===== src/hdl/vaq_pkg.sv =====
// constants and types shared by the voice alert event queue
package vaq_pkg;
  // register offsets
  localparam logic [7:0] REG_TIMEOUT    = 8'h08;  // alert_timeout
  localparam logic [7:0] REG_SWTRIG     = 8'h09;  // software_trigger
  localparam logic [7:0] TIMEOUT_RESET  = 8'h00;  // timer idle after reset
  localparam logic [7:0] SWTRIG_RESET   = 8'h00;  // no software event staged
  // event vector codes
  localparam logic [7:0] VEC_CPU        = 8'h01;  // cpu absent
  localparam logic [7:0] VEC_TRAP_BASE  = 8'h02;  // trap 1, traps 2..5 follow
  localparam logic [7:0] VEC_MON_BASE   = 8'h40;  // voltage 0, rest follow
  localparam logic [7:0] VEC_SW_BASE    = 8'h80;  // software events 80..FF
  localparam logic [7:0] VEC_RSV_0      = 8'h00;  // never queued
  localparam logic [7:0] VEC_RSV_1      = 8'h32;  // never queued
  // source layout of the pending vector, lowest index served first
  localparam int NUM_TRAPS = 5;                    // hardware trap inputs
  localparam int NUM_MON   = 17;                   // monitor events
  localparam int NUM_SRC   = 1 + NUM_TRAPS + 1 + NUM_MON;
  localparam int IDX_SW    = 6;                    // software slot
  localparam int IDX_MON0  = 7;                    // first monitor slot
  // timing
  localparam int CLK_PERIOD_NS    = 8;             // 125 mhz
  localparam int TIMEOUT_UNIT_US  = 1000;          // one timeout count
  localparam int TICK_CYCLES_DEF  = TIMEOUT_UNIT_US * 1000 / CLK_PERIOD_NS;
  localparam int FLASH_HALF_NS    = 40;            // least half period of strobes
  localparam int HALF_CYCLES      = (FLASH_HALF_NS + CLK_PERIOD_NS - 1) / CLK_PERIOD_NS;
  // voice flash
  localparam int FLASH_ADDR_BITS  = 21;            // 16 mbit of byte storage
  localparam int SLOT_SHIFT       = 13;            // bytes per vector slot, log2
  localparam int CTRL_READ_PULSES = 1;             // control pulses for read mode
  localparam int SAMPLES_DEF      = 4096;          // samples per voice
  localparam int QUEUE_DEPTH_DEF  = 8;             // queue entries
  // player states
  typedef enum logic [3:0] {
    ST_IDLE = 4'b0001,
    ST_CTRL = 4'b0010,
    ST_ADDR = 4'b0100,
    ST_READ = 4'b1000
  } vaq_state_t;
endpackage


===== src/hdl/vaq_top.sv =====
// voice alert event queue: event capture, priority, queue and voice player
`timescale 1ns/1ps

module vaq_fifo #(
  parameter int WIDTH = 8,                         // word width
  parameter int DEPTH = 8                          // entries
) (
  input  wire logic             clock_i,           // clock
  input  wire logic             rst_n_i,           // sync reset, low
  input  wire logic             in_valid_i,        // write request
  output logic                  in_ready_o,        // room left
  input  wire logic [WIDTH-1:0] in_data_i,         // write word
  output logic                  out_valid_o,       // word available
  input  wire logic             out_ready_i,       // reader takes word
  output logic      [WIDTH-1:0] out_data_o         // oldest word
);
  localparam int AW = $clog2(DEPTH);
  logic [WIDTH-1:0] mem [DEPTH];                   // storage
  logic [AW-1:0]    wr_ptr;                        // next write slot
  logic [AW-1:0]    rd_ptr;                        // oldest slot
  logic [AW:0]      count;                         // words held
  wire              push = in_valid_i & in_ready_o;
  wire              pop  = out_valid_o & out_ready_i;
  assign in_ready_o  = (count != (AW+1)'(DEPTH));
  assign out_valid_o = (count != '0);
  assign out_data_o  = mem[rd_ptr];

  // storage write, no reset needed on data
  always_ff @(posedge clock_i) begin
    if (push) begin
      mem[wr_ptr] <= in_data_i;
    end
  end

  // pointers wrap at depth, count tracks fill
  always_ff @(posedge clock_i) begin
    if (!rst_n_i) begin
      wr_ptr <= '0;
      rd_ptr <= '0;
      count  <= '0;
    end else begin
      if (push) begin
        wr_ptr <= (wr_ptr == AW'(DEPTH-1)) ? '0 : wr_ptr + 1'b1;
      end
      if (pop) begin
        rd_ptr <= (rd_ptr == AW'(DEPTH-1)) ? '0 : rd_ptr + 1'b1;
      end
      count <= count + (AW+1)'(push) - (AW+1)'(pop);
    end
  end
endmodule

module vaq_top
  import vaq_pkg::*;
#(
  parameter int TICK_CYCLES = TICK_CYCLES_DEF,     // cycles per timeout count
  parameter int SAMPLES     = SAMPLES_DEF,         // samples per voice
  parameter int QUEUE_DEPTH = QUEUE_DEPTH_DEF      // queue entries
) (
  input  wire logic          clock_i,              // 125 mhz clock
  input  wire logic          rst_n_i,              // sync reset, low
  input  wire logic [7:0]    reg_addr_i,           // register offset
  input  wire logic [7:0]    reg_wdata_i,          // write data
  input  wire logic          reg_wr_i,             // write strobe
  output logic      [7:0]    reg_rdata_o,          // read data, one cycle late
  input  wire logic          voice_gpio_strap_i,   // strap pin
  input  wire logic          cpu_absent_n_i,       // high when cpu absent
  input  wire logic [4:0]    trap_in_i,            // trap pins, input
  output logic      [4:0]    trap_out_o,           // trap pins, output
  output logic      [4:0]    trap_oe_o,            // trap pins, enable
  input  wire logic [4:0]    gpio_out_i,           // general io drive value
  input  wire logic [4:0]    gpio_oe_i,            // general io enable
  output logic      [4:0]    gpio_in_o,            // filtered pin levels
  input  wire logic          pwm_sel_4_i,          // trap 4 pin as pwm
  input  wire logic [7:0]    pwm_duty_4_i,         // software duty
  input  wire logic          tach_sel_4_5_i,       // traps 2-3 pins as tach
  output logic      [1:0]    tach_in_4_5_o,        // tach levels
  input  wire logic [16:0]   mon_event_i,          // monitor violations
  input  wire logic [16:0]   mon_mask_i,           // interrupt masks
  input  wire logic [16:0]   mon_clr_i,            // status clears
  output logic      [16:0]   mon_status_o,         // sticky status
  output logic               sys_mgmt_irq_n_o,     // management irq, low
  output logic               irq_o,                // interrupt request
  output logic               addr_pulse_o,         // flash address pulse
  output logic               voice_clock_out_o,    // flash data clock
  output logic               ctrl_pulse_o,         // flash mode pulses
  output logic               mode_o,               // high during a voice
  input  wire logic          flash_data_i,         // flash data, input
  output logic               flash_data_o,         // flash data, output
  output logic               flash_data_oe_o,      // flash data, enable
  output logic      [7:0]    dac_o,                // current dac code
  output logic      [7:0]    vector_o,             // vector being played
  output logic               queue_full_o          // queue holds all entries
);
  localparam logic [7:0]  HALF_M1 = 8'(HALF_CYCLES - 1);
  localparam logic [31:0] TICK_M1 = 32'(TICK_CYCLES - 1);
  localparam logic [15:0] SAMP_M1 = 16'(SAMPLES - 1);
  localparam logic [4:0]  ABIT_M1 = 5'(FLASH_ADDR_BITS - 1);
  localparam logic [4:0]  CTRL_M1 = 5'(CTRL_READ_PULSES - 1);

  // three stage synchronisers: cpu, traps, flash data, strap
  logic [7:0] s1, s2, s3, clean;
  wire  [7:0] pins = {voice_gpio_strap_i, flash_data_i, trap_in_i, cpu_absent_n_i};
  wire  [7:0] agree = ~(s2 ^ s3);
  wire  [7:0] rise  = s2 & s3 & ~clean;
  always_ff @(posedge clock_i) begin
    if (!rst_n_i) begin
      s1 <= '0;
      s2 <= '0;
      s3 <= '0;
      clean <= '0;
    end else begin
      s1 <= pins;
      s2 <= s1;
      s3 <= s2;
      clean <= (agree & s3) | (~agree & clean);
    end
  end

  // strap_hi loads the third stage during the first three cycles after reset, while that stage still holds its reset zero
  logic [1:0] strap_cnt;
  logic       strap_hi;                            // 1: pins are general io
  always_ff @(posedge clock_i) begin
    if (!rst_n_i) begin
      strap_cnt <= '0;
      strap_hi  <= 1'b0;
    end else if (strap_cnt != 2'h3) begin
      strap_cnt <= strap_cnt + 2'h1;
      strap_hi  <= s3[7];
    end
  end

  // pin muxing: alternate functions take the pin from the event logic
  wire [4:0] alt_fn   = {1'b0, pwm_sel_4_i, tach_sel_4_5_i, tach_sel_4_5_i, 1'b0};
  wire [4:0] trap_ev  = rise[5:1] & ~alt_fn & {5{~strap_hi}};
  logic [7:0] pwm_cnt;                             // free running pwm ramp
  wire        pwm_bit = (pwm_cnt < pwm_duty_4_i);
  wire [4:0] next_out = strap_hi ? gpio_out_i : {1'b0, pwm_bit, 3'h0};
  wire [4:0] next_oe  = strap_hi ? gpio_oe_i : {1'b0, pwm_sel_4_i, 3'h0};
  always_ff @(posedge clock_i) begin
    if (!rst_n_i) begin
      pwm_cnt       <= '0;
      trap_out_o    <= '0;
      trap_oe_o     <= '0;
      gpio_in_o     <= '0;
      tach_in_4_5_o <= '0;
    end else begin
      pwm_cnt       <= pwm_cnt + 8'h01;
      trap_out_o    <= next_out;
      trap_oe_o     <= next_oe;
      gpio_in_o     <= clean[5:1];
      tach_in_4_5_o <= tach_sel_4_5_i ? clean[3:2] : 2'h0;
    end
  end

  // monitor violations: sticky status, new event beats clear
  logic [16:0] mon_prev;
  wire  [16:0] mon_rise = mon_event_i & ~mon_prev;
  wire  [16:0] next_status = (mon_status_o & ~mon_clr_i) | mon_event_i;
  wire         irq_any = |(next_status & ~mon_mask_i);
  always_ff @(posedge clock_i) begin
    if (!rst_n_i) begin
      mon_prev         <= '0;
      mon_status_o     <= '0;
      sys_mgmt_irq_n_o <= 1'b1;
      irq_o            <= 1'b0;
    end else begin
      mon_prev         <= mon_event_i;
      mon_status_o     <= next_status;
      sys_mgmt_irq_n_o <= ~irq_any;
      irq_o            <= irq_any;
    end
  end

  // software trigger and timeout; a rewrite of the timeout restarts it
  logic [7:0]  alert_timeout;                      // counts left
  logic [7:0]  software_trigger;                   // staged event
  logic        sw_armed;                           // event waiting for expiry
  logic        run;                                // timer counting
  logic [31:0] pre;                                // prescaler
  wire wr_to  = reg_wr_i & (reg_addr_i == REG_TIMEOUT);
  wire wr_sw  = reg_wr_i & (reg_addr_i == REG_SWTRIG);
  wire unit   = run & (pre == TICK_M1);
  wire expire = unit & (alert_timeout == 8'h01);
  wire sw_fire = expire & sw_armed & ~wr_sw;
  always_ff @(posedge clock_i) begin
    if (!rst_n_i) begin
      alert_timeout    <= TIMEOUT_RESET;
      software_trigger <= SWTRIG_RESET;
      sw_armed         <= 1'b0;
      run              <= 1'b0;
      pre              <= '0;
    end else begin
      pre <= (wr_to || unit) ? '0 : pre + 32'h1;
      if (wr_to) begin
        alert_timeout <= reg_wdata_i;              // refresh
        run           <= (reg_wdata_i != 8'h00);
      end else if (unit) begin
        alert_timeout <= alert_timeout - 8'h01;
        run           <= ~expire;
      end
      if (wr_sw) begin
        software_trigger <= reg_wdata_i;
        sw_armed         <= 1'b1;
      end else if (expire) begin
        sw_armed <= 1'b0;
      end
    end
  end

  // readback: remaining timeout counts and staged trigger
  always_ff @(posedge clock_i) begin
    if (!rst_n_i) begin
      reg_rdata_o <= '0;
    end else begin
      reg_rdata_o <= (reg_addr_i == REG_TIMEOUT) ? alert_timeout :
                     (reg_addr_i == REG_SWTRIG)  ? software_trigger : 8'h00;
    end
  end

  // vector coding per source slot
  function automatic logic [7:0] vec_of(input logic [4:0] idx, input logic [7:0] sw);
    logic [7:0] v;
    v = VEC_MON_BASE + 8'(idx) - 8'(IDX_MON0);
    if (idx == 5'd0) begin
      v = VEC_CPU;
    end else if (idx < 5'(IDX_SW)) begin
      v = VEC_TRAP_BASE + 8'(idx) - 8'h01;
    end else if (idx == 5'(IDX_SW)) begin
      v = VEC_SW_BASE | {1'b0, sw[6:0]};
    end
    return v;
  endfunction

  // lowest pending index wins
  function automatic logic [4:0] first_idx(input logic [NUM_SRC-1:0] p);
    logic [4:0] f;
    f = '0;
    for (int i = NUM_SRC - 1; i >= 0; i--) begin
      if (p[i]) begin
        f = 5'(i);
      end
    end
    return f;
  endfunction

  // pending events, pushed one per cycle in priority order
  logic [NUM_SRC-1:0] pend;
  logic               q_in_ready;
  logic               q_out_valid;
  logic [7:0]         q_out_data;
  vaq_state_t         state;
  wire [NUM_SRC-1:0] new_ev = {mon_rise, sw_fire, trap_ev, rise[0]};
  wire [4:0]         sel    = first_idx(pend);
  wire [7:0]         sel_vec = vec_of(sel, software_trigger);
  wire               sel_ok = (sel_vec != VEC_RSV_0) && (sel_vec != VEC_RSV_1);
  wire               q_push = (pend != '0) & q_in_ready & sel_ok;
  wire [NUM_SRC-1:0] grant  = (pend != '0) & q_in_ready ? NUM_SRC'(1) << sel : '0;
  wire [NUM_SRC-1:0] next_pend = (pend & ~grant) | (new_ev & {NUM_SRC{q_in_ready}});
  always_ff @(posedge clock_i) begin
    if (!rst_n_i) begin
      pend         <= '0;
      queue_full_o <= 1'b0;
    end else begin
      pend         <= next_pend;
      queue_full_o <= ~q_in_ready;
    end
  end

  // queue between event logic and player; player stalls it while busy
  vaq_fifo #(
    .WIDTH (8),
    .DEPTH (QUEUE_DEPTH)
  ) u_queue (
    .clock_i     (clock_i),
    .rst_n_i     (rst_n_i),
    .in_valid_i  (q_push),
    .in_ready_o  (q_in_ready),
    .in_data_i   (sel_vec),
    .out_valid_o (q_out_valid),
    .out_ready_i (state == ST_IDLE),
    .out_data_o  (q_out_data)
  );

  // voice player: control pulses, serial address, then sample bytes
  logic [7:0]  div;                                // half period divider
  logic        hi;                                 // strobe phase
  logic [4:0]  bit_cnt;                            // pulses or bits sent
  logic [20:0] addr_sh;                            // address shifter
  logic [7:0]  in_byte;                            // sample being gathered
  logic [15:0] samp;                               // samples played
  wire tick = (state != ST_IDLE) & (div == HALF_M1);
  wire fall = tick & hi;                           // strobes drop here
  wire [7:0] byte_in = {in_byte[6:0], s3[6]};
  always_ff @(posedge clock_i) begin
    if (!rst_n_i) begin
      state <= ST_IDLE;
      div <= '0;
      hi <= 1'b0;
      bit_cnt <= '0;
      addr_sh <= '0;
      in_byte <= '0;
      samp <= '0;
      vector_o <= '0;
      dac_o <= '0;
      mode_o <= 1'b0;
      flash_data_o <= 1'b0;
      flash_data_oe_o <= 1'b0;
      addr_pulse_o <= 1'b0;
      voice_clock_out_o <= 1'b0;
      ctrl_pulse_o <= 1'b0;
    end else begin
      div <= tick ? '0 : div + 8'h01;
      if (tick) begin
        hi <= ~hi;
        ctrl_pulse_o <= ~hi & (state == ST_CTRL);
        addr_pulse_o <= ~hi & (state == ST_ADDR);
        voice_clock_out_o <= ~hi & (state == ST_READ);
      end
      case (state)
        ST_IDLE: begin
          div <= '0;
          hi <= 1'b0;
          bit_cnt <= '0;
          samp <= '0;
          if (q_out_valid) begin
            vector_o <= q_out_data;
            addr_sh <= {q_out_data, 13'h0000};
            mode_o <= 1'b1;
            state <= ST_CTRL;
          end
        end
        ST_CTRL: begin
          if (fall) begin
            bit_cnt <= (bit_cnt == CTRL_M1) ? '0 : bit_cnt + 5'h01;
            if (bit_cnt == CTRL_M1) begin
              flash_data_o <= addr_sh[20];
              flash_data_oe_o <= 1'b1;
              state <= ST_ADDR;
            end
          end
        end
        ST_ADDR: begin
          if (fall) begin
            addr_sh <= {addr_sh[19:0], 1'b0};
            flash_data_o <= addr_sh[19];
            bit_cnt <= (bit_cnt == ABIT_M1) ? '0 : bit_cnt + 5'h01;
            if (bit_cnt == ABIT_M1) begin
              flash_data_oe_o <= 1'b0;
              flash_data_o <= 1'b0;
              state <= ST_READ;
            end
          end
        end
        ST_READ: begin
          if (fall) begin
            in_byte <= byte_in;
            bit_cnt <= bit_cnt + 5'h01;
            if (bit_cnt[2:0] == 3'h7) begin
              dac_o <= byte_in;
              samp <= samp + 16'h0001;
              if (samp == SAMP_M1) begin
                mode_o <= 1'b0;
                state <= ST_IDLE;
              end
            end
          end
        end
        default: begin
          state <= ST_IDLE;
        end
      endcase
    end
  end
endmodule


===== config.mk =====
export PLATFORM = sky130hd
export DESIGN_NAME = vaq_top
export DESIGN_NICKNAME = d
export VERILOG_FILES = /design/src/hdl/vaq_pkg.sv /design/src/hdl/vaq_top.sv
export SDC_FILE = /design/constraint.sdc
export NUM_CORES = 1
export LEC_CHECK = 0
export ABC_AREA = 1
export ABC_CLOCK_PERIOD_IN_PS = 6300
export BUFFER_PORTS_ARGS = -buffer_cell sky130_fd_sc_hd__buf_2
export CAP_MARGIN = 5
export CORE_MARGIN = 5
export CORE_UTILIZATION = 40
export DETAILED_ROUTE_END_ITERATION = 6
export MAX_ROUTING_LAYER = met4
export PLACE_DENSITY_LB_ADDON = 0.3
export SKIP_LAST_GASP = 1
export SLEW_MARGIN = 20
export SYNTH_ARGS = -nofsm -noshare
export SYNTH_HDL_FRONTEND = slang
export SYNTH_HIERARCHICAL = 1
export SYNTH_SLANG_ARGS = --single-unit

===== constraint.sdc =====
create_clock -name clock_i -period 6.3 [get_ports clock_i]
set_clock_uncertainty 0.2 [all_clocks]
set_input_delay 1.26 -clock clock_i [delete_from_list [all_inputs] [get_ports clock_i]]
set_output_delay 1.26 -clock clock_i [all_outputs]
set_load 0.05 [all_outputs]

; After elaboration in Yosys (flattened, before gate mapping)
; Memory sizes are Yosys's and may differ from the RTL's. A register that Yosys moved wholly into a read port is not among the register bits.
; Cells that the tools add are included.
[word_totals]
ff_bits = 273
ram_bits = 64
input_bits = 98
out_inout_bits = 67
wordCells = 244
memories = 1
[memory_table]
columns = memory, words, word_bits, read_ports, rd_clocked_by_memory_dff, wr, line
row1 = u_queue.mem, 8, 8, 1, 1, 1, vaq_top.sv:18  ; logic [WIDTH-1:0] mem [DEPTH];
[classes]
n_addsub = 15
n_lt_le_gt_ge = 2
eq_ne = 27
shift = 1
muxes = 80
bitwise = 45
reduce_logical = 30
[op_table]
columns = operator, n
row1 = 5-bit two-way mux, 29
row2 = 8-bit two-way mux, 7
row3 = 17-bit AND, 3
row4 = 17-bit inverter, 3
row5 = 24-bit AND, 2
row6 = 21-bit two-way mux, 2
row7 = 21-bit case mux with 2 select lines, 1
row8 = 4-bit two-way mux, 10
row9 = 32-bit by 1-bit adder with 32-bit output (second input constant), 1
row10 = 32-bit by 17-bit == test with 1-bit output (second input constant), 1
row11 = 16-bit two-way mux, 2
row12 = 16-bit case mux with 2 select lines, 1
row13 = 24-bit two-way mux, 1
row14 = 24-bit inverter, 1
row15 = 24-bit OR, 1
row16 = 24-bit nonzero test, 1
row17 = 1-bit by 5-bit left shift with 24-bit output (first input constant), 1
row18 = 5-bit case mux with 4 select lines, 1
row19 = 1-bit two-way mux, 18
row20 = 17-bit OR, 1
row21 = 17-bit OR reduction, 1
row22 = 16-bit by 1-bit adder with 16-bit output (second input constant), 1
row23 = 8-bit by 1-bit adder with 8-bit output (second input constant), 2
row24 = 8-bit AND, 2
row25 = 53 further kinds, 107

; Logic depth before layout (Yosys ltp)
[logic_depth]
depth_word = 35
mapped_depth = 46
mapped_depth_nobuf = 45

; Modules after synthesis
; Netlist, hierarchy kept.
[modules_own_cells]
columns = module, instances, cells_each, area_each_um2, seq_area_each_um2
row1 = vaq_top, 1, 1410, 10645.2, 4964.8
row2 = vaq_fifo, 1, 371, 3557.2, 2182.1

; Worst setup path before layout
; OpenSTA, ideal clock, no wires.
[synth_timing]
path_type = flip-flop to flip-flop
start = reg pend[22]
end = reg u_queue.count[1]
setup_ns = 0.110
arrival_ns = 4.197
required_ns = 5.990
setup_slack_ns = 1.793
stages_incl_launch_ff = 45
n_path_buf = 1
period_less_slack_ns = 4.507
path_cell_list = dfxtp_1 > inv_1 > nand2_1 > nand2_1 > nand2_1 > nand2_1 > nand2_1 > nand2_1 > nand2_1 > nand2_1 > nand2_1 > nand2_1 > nand2_1 > nand2_1 > nand2_1 > nand2_1 > nand2_1 > nand2_1 > [... 9 more ...] > nor2_1 > inv_1 > nor2_1 > inv_1 > nor2_2 > or2_2 > o211ai_1 > nand2_1 > nand2_1 > a21oi_1 > nand2_4 > buf_8 > ha_1 > inv_1 > ha_1 > fa_1 > nand2_1 > inv_1
[synth_via]
elab_chain_cells = 34
elab_cells_between_ends = 42
cone_classes = add/sub (6) / order compare (1) / eq/ne (2) / mux (26) / bitwise (3) / reduce/logical (4)
[synth_lines]
columns = item, line
row1 = start: declaration, vaq_top.sv:248  ; logic [NUM_SRC-1:0] pend;
row2 = start signal: assignment, vaq_top.sv:265  ; pend <= next_pend;
row3 = 5-bit two-way mux (*) (23 in series), vaq_top.sv:240  ; if (p[i]) begin
row4 = 7-bit by 5-bit adder with 8-bit output, vaq_top.sv:224  ; v = VEC_MON_BASE + 8'(idx) - 8'(IDX_MON0);
row5 = 8-bit by 3-bit subtractor with 8-bit output, vaq_top.sv:224
row6 = 8-bit two-way mux, vaq_top.sv:229  ; end else if (idx == 5'(IDX_SW)) begin
row7 = 8-bit two-way mux, vaq_top.sv:227  ; end else if (idx < 5'(IDX_SW)) begin
row8 = 8-bit two-way mux (*), vaq_top.sv:225  ; if (idx == 5'd0) begin
row9 = net sel_vec[7], vaq_top.sv:255  ; wire [7:0] sel_vec = vec_of(sel, software_trigger);
row10 = 8-bit by 6-bit inequality test with 1-bit output / 8-bit nonzero test (equally long branches), vaq_top.sv:256  ; wire sel_ok = (sel_vec != VEC_RSV_0) && (sel_vec != VEC_RSV_1);
row11 = 1-bit logical AND (*), vaq_top.sv:256
row12 = 1-bit AND (*), vaq_top.sv:257  ; wire q_push = (pend != '0) & q_in_ready & sel_ok;
row13 = net q_push, vaq_top.sv:257
row14 = 1-bit AND (*), vaq_top.sv:22  ; wire push = in_valid_i & in_ready_o;
row15 = 4-bit by 1-bit adder with 4-bit output (*), vaq_top.sv:48  ; count <= count + (AW+1)'(push) - (AW+1)'(pop);
row16 = 4-bit by 1-bit subtractor with 4-bit output (*), vaq_top.sv:48
row17 = end signal: assignment, vaq_top.sv:48
row18 = end: declaration, vaq_top.sv:21  ; logic [AW:0] count;
; The timed path passes the listed nets; every way through them passes the cells marked *.
; A chain may end at the register's enable or synchronous reset.

; Worst setup path in the final report
[layout_timing]
start = reg pend[22]
end = reg u_queue.count[2]
; Same word-level chain as after synthesis.

==> flow_summary.ini <==
[yosys]
yosys_warnings = 6
syn_avg_cell_area_um2 = 7.97
synth-seq-cells = 325
synthArstFlopShare = 0
yosys.area.top_type = dfxtp_1
ys.flop_type = dfxtp_1
yosysUniqueCellTypes = 58
syn-num-nets = 1920
synth_cells = 1781
synthTopCellsByArea = dfxtp_1 37%, edfxtp_1 14%, nand2_1 9.1%
ys_seq_area_frac = 0.503
synth_edf_count = 64
synth_top_area_frac = 0.368
syn_area_um2 = 14200

[floorplanning]
rows = 69
die-area_um2 = 39400
die_height_um = 198
core-area_um2 = 35300
num_io_pins = 165
start_util = 0.402
fp.dieW_um = 198

[power]
p_sw_mw = 2.04
p_per_area_nw_per_um2 = 380
ir_worst_vdd_uv = 300
intPower_mw = 4.31
power_frac_comb = 0.242
p_clk_frac = 0.357
seqPwrFrac = 0.401
power.share.switching = 0.321
p_leak_nw = 7.69

[route]
vias = 11700
routedWlPerCell_um = 13.3
wl_met3_um = 1350
drc = 0
first_pass_iters = 4
wl_met1_um = 15300
wl_um = 32400
ant_nets = 0
wl_met2_um = 15200
drtIter0Drc = 629
routed.top_layer = met4
via_per_inst = 4.81

[worst_setup_path]
cp_slowest_cell = nor2_2
required_ps = 6550
cp.arrival_ps = 5490
crit_top_cell = nand2_1
critical_path.max_fanout = 13
crit_path_end_kind = flop
max_stage_delay_ps = 430
path_class = flop to flop
start_kind = flop

[sta]
finalHoldViolations = 0
maxSlewHeadroom = 0.303
rsz0062_at_grt = false
tightest_slew_ps = 1040
fmax_ghz = 0.191
tns_ps = 0
min_period_over_period = 0.832
period_minus_slack_ps = 5240
holdWs_ps = 208
setup_ws_ps = 1060
finalSetupViolations = 0
report.final.slew_viol_count = 0

[clock_tree]
cts_root_buffer = clkbuf_16
clk_pin_slew_ps = 60
cts.sinks = 325
post_cts_buffers = 0
cts_buffer_depth = 3
hold_buffers = 0
numCtsBuffers = 36
post_cts_resized = 0
h-tree-depth = 2
clk_latency_ps = 520
cts_tree = done

[finish]
stdcell_count = 2429
final_util = 0.474
fillers = 3428
num_antenna_cells = 0
drive_above_1_share = 0.141
nNetsFinal = 2081
area_delta_synth_final_pct = 17.8

[placement]
portBuffers = 164
dp_slack_ps = 1090
hpwlAfterDp_um = 23400
place_congestion = 0.907
dp_cells = 2365

[global_routing]
grt_pass1_vias = 11100
grt_max_degree = 72
grt_overflow = 0
antenna_found_initial = 0
grtUsageTotal = 0.166
grt_pass1_wl_um = 53300

[outcome]
status = completed

[min_path]
hold_path.class = flop to flop

[flow_run]
max_cap_violations = 0
## metal layers
layer	up-vias	global-route usage
li1	6064	-
met1	5355	0.222
met2	212	0.267
met3	51	0.0252
met4	0	0.0410
met5	-	-
## worst max-delay path, delay by kind of cell, from the launching register on
kind,cells,cell delay (ps)
flops,1,330
simple gates,33,2660
buf+inv,6,530
compound gates,1,320
fa+ha+maj,4,1110
## logic make-up (layout without fill, tap and decap cells)
| logic type | after synthesis | in the layout | synth area share |
|---|---|---|---|
| xor+xnor | 14 | 14 | 0.00863 |
| fa+ha+maj | 41 | 41 | 0.0366 |
| buf+inv | 379 | 566 | 0.105 |
| flops | 325 | 325 | 0.503 |
| compound gates | 277 | 277 | 0.109 |
| simple gates | 745 | 745 | 0.238 |
## sequential cells by signal, indices dropped and copies added, names as in the netlist, 5 cells and up, named ones only
register and count:
dac_o 8, gpio_in_o 5, addr_sh 8, alert_timeout 8, pwm_cnt 8, trap_oe_o 5, pend 24, in_byte 7
s2 8, s1 8, mon_status_o 17, reg_rdata_o 8, pre 32, vector_o 8, div 8, bit_cnt 5
mon_prev 17, u_queue/mem 64, s3 8, trap_out_o 5, samp 16, software_trigger 8
## cells in the final DEF, fill, tap and decap left out, types with 6 or more instances in the layout
cell,count
edfxtp_1,64
clkbuf_8,7
o21a_1,7
a31oi_1,11
dfxtp_1,261
inv_2,6
o31ai_1,6
or2_2,7
ha_1,40
nand4_1,23
clkbuf_16,38
clkbuf_1,6
nand3_1,92
nor4_1,16
buf_4,7
buf_2,163
nor2_1,169
nand2_1,344
nor3b_1,11
o21ai_0,76
xor2_1,10
o211ai_1,9
nor3_1,40
bufinv_16,6
a21oi_1,127
o22ai_1,15
inv_1,322
a211oi_1,12
## per-stage QoR
| step | power, mW | cell area, um^2 |
|---|---|---|
| CTS | 6.42 | 16700 |
| global placement | 4.10 | 15400 |
| detailed placement | 4.13 | 15400 |
| finish | 6.35 | 16700 |
| global route | 6.75 | 16700 |
| floorplan | 3.73 | 14200 |
## layout make-up
type	instances	area [um^2]	share of cell area
Tap cell	461	577	0.0345
Clock inverter	13	238	0.0142
Timing Repair Buffer	170	868	0.0519
Multi-Input combinational cell	1077	5580	0.333
Sequential cell	325	7150	0.427
Clock buffer	51	1070	0.0640
Inverter	332	1250	0.0748
## cell usage after synthesis (all sizes together), types with 5 or more instances
library cell,count
a211oi,12
a21oi,127
a31oi,11
buf,14
clkbuf,33
dfxtp,261
edfxtp,64
ha,40
inv,330
nand2,351
nand3,96
nand4,23
nor2,178
nor3,49
nor3b,13
nor4,19
o211ai,9
o21a,7
o21ai,78
o21bai,5
o22ai,15
o31ai,6
or2,9
xor2,10
## power by group through the flow
stage / Sequential [mW] / Clock (mW) / Combinational [mW]
6_report: 2.55 / 2.27 / 1.54
4_1_cts: 2.55 / 2.32 / 1.55
3_3_place_gp: 2.59 / 0 / 1.51
3_5_place_dp: 2.59 / 0 / 1.54
2_1_floorplan: 2.66 / 0 / 1.07
5_1_grt: 2.57 / 2.41 / 1.76
## path summary, 6_finish.rpt
kind / end / start / cells after the start / slack (ps)
max: u_queue/count[2]$_SDFF_PN0_ / pend[22]$_SDFF_PN0_ / 44 / 1060
max reg2reg: u_queue/count[2]$_SDFF_PN0_ / pend[22]$_SDFF_PN0_ / 44 / 1060
min reg2reg: s2[4]$_SDFF_PN0_ / s1[4]$_SDFF_PN0_ / 2 / 210
min: s2[4]$_SDFF_PN0_ / s1[4]$_SDFF_PN0_ / 2 / 210
Power figures use the tool's default switching activity.
